[src/design/osc_defines.svh]
// constants for the oscillator control and failure detect block
// Behaviour
// - watchdog oscillator failure raises a non-maskable event, no clock source switch
// - after watchdog failure, primary oscillator failure is no longer detected
// - detector counts 8004 system clocks without watchdog clock, then fails
// - control register writable only after writing e7 then 18
// - control register relocks after one successful write
// - control register enables oscillators, detection, and selects system clock source
// - detection and all clock sources off stops device until power-on reset
`ifndef OSC_DEFINES_SVH
`define OSC_DEFINES_SVH

// bus geometry
`define OSC_ADDR_W        14
`define OSC_DATA_W        32
`define OSC_IDX_W         12

// register indices; byte address is four times the index
`define OSC_CTRL_IDX      12'hf86
`define OSC_STAT_IDX      12'hf88
`define OSC_MASK_IDX      12'hf89

// control register layout and reset value
`define OSC_CTRL_RST      8'ha0
`define OSC_BIT_INTERNAL_OSC_ENABLE     7
`define OSC_BIT_WATCHDOG_OSC_ENABLE     5
`define OSC_BIT_PRIMARY_FAIL_DETECT_ENABLE     4
`define OSC_BIT_WATCHDOG_FAIL_DETECT_ENABLE     3
`define OSC_SEL_HI        2
`define OSC_SEL_LO        0

// unlock sequence bytes
`define OSC_KEY_FIRST     8'he7
`define OSC_KEY_SECOND    8'h18

// status and mask layout
`define OSC_STAT_W        3
`define OSC_ST_WDFAIL     0
`define OSC_ST_PRIMFAIL   1
`define OSC_ST_BADKEY     2
`define OSC_ST_LOCKED     7
`define OSC_STAT_RST      3'h0

// watchdog failure detection
`define OSC_WDT_FAIL_CYCLES 8004
`define OSC_WDT_CNT_W     13

`endif

[src/design/osc_pkg.sv]
// types for the oscillator control and failure detect block
package osc_pkg;

   typedef logic [7:0] osc_byte_type;

   typedef enum logic [1:0] {
      OSC_LOCKED,
      OSC_HALF,
      OSC_OPEN
   } osc_lock_type;

endpackage : osc_pkg

[src/design/osc_wdt_fail_det.sv]
// watchdog oscillator failure counter
`timescale 1ns/1ps
`default_nettype none
`include "osc_defines.svh"

module osc_wdt_fail_det
   import osc_pkg::*;
#(
   parameter int unsigned FAIL_CYCLES = `OSC_WDT_FAIL_CYCLES
) (
   // clock and reset
   input  wire logic clk,
   input  wire logic srst,
   // detector control
   input  wire logic enable,
   input  wire logic wdtClkIn,
   // result
   output logic      failPulse
);

   localparam logic [`OSC_WDT_CNT_W-1:0] LIMIT = `OSC_WDT_CNT_W'(FAIL_CYCLES - 1);

   logic                      wdtPrev_r;
   logic                      done_r;
   logic [`OSC_WDT_CNT_W-1:0] cnt_r;
   logic [`OSC_WDT_CNT_W-1:0] cnt_nxt;
   wire                       wdtEdge;
   wire                       atLimit;

   assign wdtEdge = wdtClkIn & ~wdtPrev_r;
   // a failure needs a full quiet window, so an edge on the last cycle still rescues it
   assign atLimit = enable & ~done_r & ~wdtEdge & (cnt_r == LIMIT);

   always_comb begin
      cnt_nxt = cnt_r;
      if (!enable || wdtEdge || done_r) begin
         cnt_nxt = '0;
      end else begin
         cnt_nxt = cnt_r + `OSC_WDT_CNT_W'(1);
      end
   end

   always_ff @(posedge clk) begin
      if (srst) begin
         wdtPrev_r <= 1'b0;
         cnt_r     <= '0;
         done_r    <= 1'b0;
         failPulse <= 1'b0;
      end else begin
         wdtPrev_r <= wdtClkIn;
         cnt_r     <= cnt_nxt;
         done_r    <= enable & (done_r | atLimit);
         failPulse <= atLimit;
      end
   end

   // independent count of quiet cycles for checking
   logic [`OSC_WDT_CNT_W-1:0] quiet_r;
   always_ff @(posedge clk) begin
      if (srst || !enable || wdtEdge) begin
         quiet_r <= '0;
      end else if (quiet_r != LIMIT) begin
         quiet_r <= quiet_r + `OSC_WDT_CNT_W'(1);
      end
   end
endmodule // osc_wdt_fail_det

`default_nettype wire

[src/design/osc_ctrl.sv]
// oscillator control register, unlock sequence and failure supervision
//
// Implementation choice: register access over APB.
`timescale 1ns/1ps
`default_nettype none
`include "osc_defines.svh"

module osc_ctrl
   import osc_pkg::*;
#(
   parameter int unsigned WDT_FAIL_CYCLES = `OSC_WDT_FAIL_CYCLES
) (
   // clock and reset
   input  wire logic                   clk,
   input  wire logic                   srst,
   // apb slave
   input  wire logic                   psel,
   input  wire logic                   penable,
   input  wire logic                   pwrite,
   input  wire logic [`OSC_ADDR_W-1:0] paddr,
   input  wire logic [`OSC_DATA_W-1:0] pwdata,
   output logic      [`OSC_DATA_W-1:0] prdata,
   output logic                        pready,
   output logic                        pslverr,
   // oscillator monitoring
   input  wire logic                   wdtClkIn,
   input  wire logic                   primaryOscFail,
   input  wire logic                   extClkPresent,
   // oscillator controls
   output logic                        internalOscEnable,
   output logic                        watchdogOscEnable,
   output logic                        primaryFailDetectEnable,
   output logic                        watchdogFailDetectEnable,
   output logic      [2:0]             sysclkSourceSelect,
   // events
   output logic                        nmiEvent,
   output logic                        irq,
   output logic                        clockStopped
);

   // register state
   osc_byte_type                ctrl_r;
   osc_lock_type                lock_r;
   osc_lock_type                lock_nxt;
   logic [`OSC_STAT_W-1:0]      stat_r;
   logic [`OSC_STAT_W-1:0]      stat_nxt;
   logic [`OSC_STAT_W-1:0]      mask_r;
   logic [`OSC_DATA_W-1:0]      prdata_r;
   logic                        wdFailSeen_r;
   logic                        primFailPrev_r;
   logic                        halt_r;
   logic                        nmi_r;

   // bus decode
   wire                         setup;
   wire                         access;
   wire                         wrAccess;
   wire                         hitCtrl;
   wire                         hitStat;
   wire                         hitMask;
   wire                         hitAny;
   wire                         ctrlWrite;
   wire                         statWrite;
   wire                         maskWrite;
   wire  [7:0]                  wrByte;

   assign setup     = psel & ~penable;
   assign access    = psel & penable;
   assign hitCtrl   = paddr == {`OSC_CTRL_IDX, 2'b00};
   assign hitStat   = paddr == {`OSC_STAT_IDX, 2'b00};
   assign hitMask   = paddr == {`OSC_MASK_IDX, 2'b00};
   assign hitAny    = hitCtrl | hitStat | hitMask;
   assign wrAccess  = access & pwrite;
   assign ctrlWrite = wrAccess & hitCtrl;
   assign statWrite = wrAccess & hitStat;
   assign maskWrite = wrAccess & hitMask;
   assign wrByte    = pwdata[7:0];

   // unlock sequence
   wire keyFirst;
   wire keySecond;
   wire ctrlStore;
   wire badKey;

   assign keyFirst  = wrByte == `OSC_KEY_FIRST;
   assign keySecond = wrByte == `OSC_KEY_SECOND;
   // a stopped device accepts no control write, so the store is gated by the halt latch
   assign ctrlStore = ctrlWrite & (lock_r == OSC_OPEN) & ~halt_r;
   assign badKey    = ctrlWrite & ~halt_r &
                      (((lock_r == OSC_LOCKED) & ~keyFirst) |
                       ((lock_r == OSC_HALF) & ~keySecond & ~keyFirst));

   always_comb begin
      lock_nxt = lock_r;
      if (ctrlWrite && !halt_r) begin
         case (lock_r)
            OSC_LOCKED: begin
               lock_nxt = keyFirst ? OSC_HALF : OSC_LOCKED;
            end
            OSC_HALF: begin
               // a repeated first key restarts the pair rather than failing it
               if (keySecond) begin
                  lock_nxt = OSC_OPEN;
               end else if (keyFirst) begin
                  lock_nxt = OSC_HALF;
               end else begin
                  lock_nxt = OSC_LOCKED;
               end
            end
            OSC_OPEN: begin
               lock_nxt = OSC_LOCKED;
            end
            default: begin
               lock_nxt = OSC_LOCKED;
            end
         endcase
      end
   end

   // failure supervision
   wire wdFailPulse;
   wire primFailEdge;
   wire primFailPulse;
   wire noClock;

   // software keeps this bit clear while the watchdog is the source or off
   assign watchdogFailDetectEnable = ctrl_r[`OSC_BIT_WATCHDOG_FAIL_DETECT_ENABLE];

   osc_wdt_fail_det #(
      .FAIL_CYCLES (WDT_FAIL_CYCLES)
   ) u_wdt_fail (
      .clk       (clk),
      .srst      (srst),
      .enable    (watchdogFailDetectEnable),
      .wdtClkIn  (wdtClkIn),
      .failPulse (wdFailPulse)
   );

   assign primFailEdge  = primaryOscFail & ~primFailPrev_r;
   assign primFailPulse = primFailEdge & ctrl_r[`OSC_BIT_PRIMARY_FAIL_DETECT_ENABLE] & ~wdFailSeen_r;
   assign noClock       = ~ctrl_r[`OSC_BIT_INTERNAL_OSC_ENABLE] & ~ctrl_r[`OSC_BIT_WATCHDOG_OSC_ENABLE] &
                          ~extClkPresent & ~ctrl_r[`OSC_BIT_PRIMARY_FAIL_DETECT_ENABLE] &
                          ~ctrl_r[`OSC_BIT_WATCHDOG_FAIL_DETECT_ENABLE];

   // sticky status, a hardware set wins over a write-one clear
   wire [`OSC_STAT_W-1:0] statSet;
   wire [`OSC_STAT_W-1:0] statClr;

   assign statSet  = {badKey, primFailPulse, wdFailPulse};
   assign statClr  = statWrite ? pwdata[`OSC_STAT_W-1:0] : '0;
   assign stat_nxt = (stat_r & ~statClr) | statSet;

   // read mux
   wire [`OSC_DATA_W-1:0] rdCtrl;
   wire [`OSC_DATA_W-1:0] rdStat;
   wire [`OSC_DATA_W-1:0] rdMask;
   wire [`OSC_DATA_W-1:0] rdMux;

   assign rdCtrl = {24'h000000, ctrl_r};
   assign rdStat = {24'h000000, (lock_r != OSC_OPEN), 4'h0, stat_r};
   assign rdMask = {29'h00000000, mask_r};
   assign rdMux  = hitCtrl ? rdCtrl :
                   hitStat ? rdStat :
                   hitMask ? rdMask : '0;

   always_ff @(posedge clk) begin
      if (srst) begin
         ctrl_r <= `OSC_CTRL_RST;
         lock_r <= OSC_LOCKED;
      end else begin
         // failures change no field here, the clock source stays as software set it
         if (ctrlStore) begin
            ctrl_r <= wrByte;
         end
         lock_r <= lock_nxt;
      end
   end

   always_ff @(posedge clk) begin
      if (srst) begin
         stat_r <= `OSC_STAT_RST;
         mask_r <= `OSC_STAT_RST;
      end else begin
         stat_r <= stat_nxt;
         if (maskWrite) begin
            mask_r <= pwdata[`OSC_STAT_W-1:0];
         end
      end
   end

   always_ff @(posedge clk) begin
      if (srst) begin
         wdFailSeen_r   <= 1'b0;
         primFailPrev_r <= 1'b0;
         halt_r         <= 1'b0;
         nmi_r          <= 1'b0;
      end else begin
         wdFailSeen_r   <= wdFailSeen_r | wdFailPulse;
         primFailPrev_r <= primaryOscFail;
         // only the reset leaves this state, nothing on the bus can
         halt_r         <= halt_r | noClock;
         nmi_r          <= wdFailPulse | primFailPulse;
      end
   end

   always_ff @(posedge clk) begin
      if (srst) begin
         prdata_r <= '0;
      end else if (setup && !pwrite) begin
         prdata_r <= rdMux;
      end
   end

   // outputs
   assign prdata                  = prdata_r;
   assign pready                  = 1'b1;
   assign pslverr                 = access & ~hitAny;
   assign internalOscEnable       = ctrl_r[`OSC_BIT_INTERNAL_OSC_ENABLE];
   assign watchdogOscEnable       = ctrl_r[`OSC_BIT_WATCHDOG_OSC_ENABLE];
   assign primaryFailDetectEnable = ctrl_r[`OSC_BIT_PRIMARY_FAIL_DETECT_ENABLE];
   assign sysclkSourceSelect      = ctrl_r[`OSC_SEL_HI:`OSC_SEL_LO];
   assign nmiEvent                = nmi_r;
   assign irq                     = |(stat_r & mask_r);
   assign clockStopped            = halt_r;
endmodule // osc_ctrl

`default_nettype wire

[config.mk]
export PLATFORM = sky130hd
export DESIGN_NAME = osc_ctrl
export DESIGN_NICKNAME = d
export VERILOG_FILES = /design/src/design/osc_pkg.sv /design/src/design/osc_wdt_fail_det.sv /design/src/design/osc_ctrl.sv
export VERILOG_INCLUDE_DIRS = /design/src /design/src/design
export SDC_FILE = /design/constraint.sdc
export NUM_CORES = 1
export LEC_CHECK = 0
export ABC_AREA = 1
export BUFFER_PORTS_ARGS = -buffer_cell sky130_fd_sc_hd__buf_2
export CAP_MARGIN = 0
export CORE_MARGIN = 4
export CORE_UTILIZATION = 34
export DETAILED_ROUTE_END_ITERATION = 7
export PLACE_DENSITY = 0.71
export SYNTH_ARGS = -nofsm -noshare
export SYNTH_HDL_FRONTEND = slang
export SYNTH_SLANG_ARGS = --single-unit
[constraint.sdc]
create_clock -name clk -period 1.9 [get_ports clk]
set_input_delay 0.285 -clock clk [delete_from_list [all_inputs] [get_ports clk]]
set_output_delay 0.285 -clock clk [all_outputs]
set_load 0.02 [all_outputs]
Word level (Yosys, flattened, before mapping)

Index checks and enable logic that the tools add are counted.

Flip-flop bits (word level): 68
Input bits: 54
Output and inout bits: 44
Word-level logic and storage cells: 92

Add/sub/neg operators: 1
Equality and inequality tests: 9
Muxes and demuxes: 7
Bitwise operators: 52
Reduce and logical (&&, ||, !) cells: 10

Operators with widths:

| operator                | number |
|---|---|
| $eq A14 B14 Y1 const B  | 3 |
| $and A1 B1 Y1           | 26 |
| $mux W8                 | 2 |
| $not A1 Y1              | 15 |
| $add A13 B1 Y13 const B | 1 |
| $eq A13 B13 Y1 const B  | 1 |
| $eq A8 B5 Y1 const B    | 1 |
| $eq A8 B8 Y1 const B    | 1 |
| $or A1 B1 Y1            | 7 |
| $and A3 B3 Y3           | 2 |
| $mux W3                 | 2 |
| $pmux W2 S2             | 1 |
| $logic_not A1 Y1        | 3 |
| $not A3 Y3              | 1 |
| $or A3 B3 Y3            | 1 |
| $reduce_or A3 Y1        | 1 |
| $eq A2 B1 Y1 const B    | 1 |
| $eq A2 B2 Y1 const B    | 1 |
| $logic_and A1 B1 Y1     | 2 |
| $logic_not A2 Y1        | 1 |
| $logic_or A1 B1 Y1      | 2 |
| $mux W2                 | 1 |
| $ne A2 B2 Y1 const B    | 1 |
| $reduce_or A2 Y1        | 1 |
| $mux W1                 | 1 |

Logic depth before layout (Yosys ltp)

Depth after elaboration: 7
Gate-level depth with buffers: 11
Mapped depth without buffers: 10

By module

Synthesis repeated with hierarchy kept, for this count alone.

Cell total of the unflattened synthesis: 348
Area total of the unflattened synthesis: 2368.5 um2

Modules (own cells, without submodules):

| module           | instances | cells each | area an instance (um2) | sequential area each (um2) |
|---|---|---|---|---|
| osc_ctrl         | 1         | 238        | 1615.3                 | 560.5 |
| osc_wdt_fail_det | 1         | 110        | 753.2                  | 320.3 |

Worst setup path before layout

OpenSTA, ideal clock, no wires.

Path kind: input -> output
Start point: in paddr[12]
End point: out pslverr
Data arrival time: 1234 ps
Required time: 1615 ps
Slack: 381 ps
Cell stages on the path: 8
Buffers on the path: 1
Path through: nand2_1 -> inv_2 -> nand2_1 -> nor2_4 -> buf_2 -> nand2_1 -> nand2_1 -> nor3_1

Word-level cells in the longest chain between the ends: 5
Elaborated cells between the ends (all ways): 7
Those cells by class: 3 x eq/ne; 4 x bitwise

RTL lines:

| item                              | RTL line                       | RTL |
|---|---|---|
| start: declaration                | osc_ctrl.sv:20                 | `` input wire logic [`OSC_ADDR_W-1:0] paddr, `` |
| $eq A14 B14 Y1 (on tied branches) | osc_ctrl.sv:69, osc_ctrl.sv:70 |  |
| $or A1 B1 Y1                      | osc_ctrl.sv:72                 | `assign hitAny = hitCtrl \| hitStat \| hitMask;` |
| $or A1 B1 Y1 *                    | osc_ctrl.sv:72                 |  |
| $not A1 Y1 *                      | osc_ctrl.sv:217                | `assign pslverr = access & ~hitAny;` |
| $and A1 B1 Y1 *                   | osc_ctrl.sv:217                |  |
| end: declaration                  | osc_ctrl.sv:24                 | `output logic pslverr,` |

Mark *: on every way between the ends. The rest lies on a longest branch, timed or not.

Worst setup path after layout

Start point: in paddr[7]
End point: out pslverr

The elaborated chain is that of the path after synthesis.

==> impl_metrics.toml <==
[power]
pwr-share-comb_pct = 9.2
power.density_nw_per_um2 = 638.5
p_total_mw = 1.632
p_leak_nw = 1.151
switching_share_pct = 25.45
ir_worst_vdd_v = 0.0003334
netSwitchingPower_mw = 0.4154
p_clk_share_pct = 33.9
p_int_mw = 1.217
seqPwrFrac_pct = 57.0

[run_status]
status = "finished, final reports clean"

[placed_design]
portBuffers = 48
placed_area_um2 = 2479
dp.cells = 448
routabilityCongestion = 0.8361
dp_hpwl_um = 3968
place_ws_ns = 0.3504

[clocking]
clock_tree.root_cell = "clkbuf_8"
cts-buffers-inserted = 5
cts_htree_levels = 2
postCtsHoldBufs = 0
clk_pin_slew_worst_paths_ns = 0.08
cts.sinks = 44
cts.path.max_buffers = 2
cts_setup_buffers = 0
cts.repair.resized = 0
cts_tree = "yes"
worstSkewPairLatency_ns = 0.29

[yosys]
synth_most_common_cell = "nand2_1"
async_flop_share_pct = 0
synth-main-ff-cell = "dfxtp_1"
synth_top_area_share_pct = 38.39
synth_area_um2 = 2295
syn-mean-instance-area_um2 = 6.891
yosysTopAreaCell = "dfxtp_1"
syn_inst = 333
ys_seq_area_share_pct = 38.39
synthTopCellsByCount = "66 x nand2_1, 48 x nor2_1, 44 x dfxtp_1"
yosysWarnings = 0
netlist-cell-type-count = 28
synth_edf_count = 0
synth_area_leaders = "dfxtp_1 38%, nand2_1 11%, buf_4 9.2%"
yosys_register_bits = 44

[routing]
drtIter0Drc = 67
ant_nets = 0
via_per_inst = 4.490
dr_total_vias = 2043
drcViolationCount = 0
wl_um = 5060
drt_pass1_iterations = 4
wl_per_cell_um = 11.12

[final_layout]
syn_to_final_growth_pct = 11.40
num-fill-cells = 706
nets = 433
layout.cells.non_filler = 455
diodes = 0
final_core_utilization_pct = 39.58
finalInstanceArea_um2 = 2556
drive_above_1_share_pct = 20.11

[job]
maxCapViolations = 0

[global_route]
grt_use_met3_pct = 4.424
grt_pass1_vias = 1883
grt_overflow = 0
gr-usage-all-layers_pct = 12.92
grt_start_max_net_pins = 19
antenna_found_initial = 0
grt_pass1_wl_um = 8707
grtUsageMet2_pct = 20.72
busiest_layer = "met2"
grtUsageMet1_pct = 16.44

[timing]
whs_ns = 0.2113
tns_ns = 0
skew_ns = 0.005238
rsz0062_at_grt = "no"
worst_slew_pin_slew_ns = 0.5521
post-route-period-util_pct = 81.82
max_slew_margin_pct = 63.15
setup_violations = 0
period_minus_slack_ns = 1.555
timing.final.ws_setup_ns = 0.3454
hold_violations = 0
max_freq_mhz = 643.3
maxSlewViolCount = 0

[floorplan]
dieArea_um2 = 8128
core_area_um2 = 6459
die_h_um = 90.16
die_w_um = 90.16
pin_count = 98
row_count = 29
start_util_pct = 35.53

[hold_path]
hp-class = "input port to flop"
holdPathStages = 3

[setup_path]
start_kind = "input port"
worst_ep_required_time_ns = 1.62
critical_path_class = "input port to output pin"
timing.critical_path.to_type = "output pin"
worstPathMaxFanout = 4
critPathArrivalTime_ns = 1.27
rr_worst_depth = 10
power by group through the flow:
stage,clock [mW],sequential (mW),combinational [mW]
global placement,0,0.952,0.145
CTS,0.568,0.930,0.148
finish,0.553,0.930,0.149
detailed placement,0,0.952,0.147
floorplan,0,0.956,0.127
global route,0.604,0.931,0.164
layout make-up:
type                       count  area [µm²]  area share [%]
clock inverter                 1       5.005          0.1958
sequential                    44       880.8           34.46
multi-input combinational    237        1104           43.17
clock buffer                   6       72.57           2.839
tap                           77       96.34           3.769
inverter                      42       157.7           6.167
timing repair buffer          48       240.2           9.398
routing by layer:
layer | up-vias | part of all wire [%]
met2 | 58 | 45
met5 | - | 0
met1 | 891 | 47
met4 | 0 | 1.1
met3 | 5 | 7.0
li1 | 1089 | -
sequential cells by signal (all words and copies together) (netlist names):
register,count
ctrl_r,8
stat_r,3
u_wdt_fail.cnt_r,13
mask_r,3
lock_r,2
prdata,8
primFailPrev_r,1
u_wdt_fail.failPulse,1
nmiEvent,1
u_wdt_fail.wdtPrev_r,1
clockStopped,1
u_wdt_fail.done_r,1
wdFailSeen_r,1
path summary, 6_finish.rpt:
kind / slack, ns / end / startpoint
setup reg to reg: 0.36 / u_wdt_fail.cnt_r[10] / u_wdt_fail.cnt_r[0]
hold / removal: 0.21 / primFailPrev_r / primaryOscFail
setup / recovery: 0.35 / pslverr / paddr[7]
hold reg to reg: 0.46 / u_wdt_fail.cnt_r[0] / u_wdt_fail.cnt_r[0]
logic make-up (layout without fill, tap and decap cells):
group	after synthesis	in the layout	synth area share, %
xor+xnor	2	2	0.7635
other cells	2	25	0.3273
buf+inv	75	97	17.28
compound gates	39	39	8.833
simple gates	170	170	33.86
flops	44	44	38.39
fa+ha+maj	1	1	0.5452
cells in the final DEF (no fill, tap or decap):
| cell type | count |
|---|---|
| a21oi_1 | 25 |
| buf_2 | 48 |
| clkbuf_1 | 1 |
| clkbuf_8 | 5 |
| clkinv_1 | 1 |
| clkinv_2 | 1 |
| conb_1 | 25 |
| dfxtp_1 | 44 |
| ha_1 | 1 |
| inv_1 | 35 |
| inv_2 | 6 |
| nand2_1 | 66 |
| nand2_2 | 2 |
| nand2_4 | 2 |
| nand3_1 | 30 |
| nand3b_1 | 2 |
| nand4_1 | 4 |
| nor2_1 | 48 |
| nor2_2 | 6 |
| nor2_4 | 3 |
| nor2_8 | 1 |
| nor3_1 | 4 |
| nor4_1 | 1 |
| o211ai_2 | 1 |
| o21ai_0 | 10 |
| o21ai_1 | 3 |
| or2_2 | 1 |
| xor2_1 | 2 |
critical path: stages:
cell     delay (ns)
buf_2          0.10
nor2_2         0.15
nand2_1        0.09
nor2_1         0.21
nand2_1        0.14
nand2_1        0.09
nor3_1         0.04
buf_2          0.15
Power figures use the tool's default switching activity.
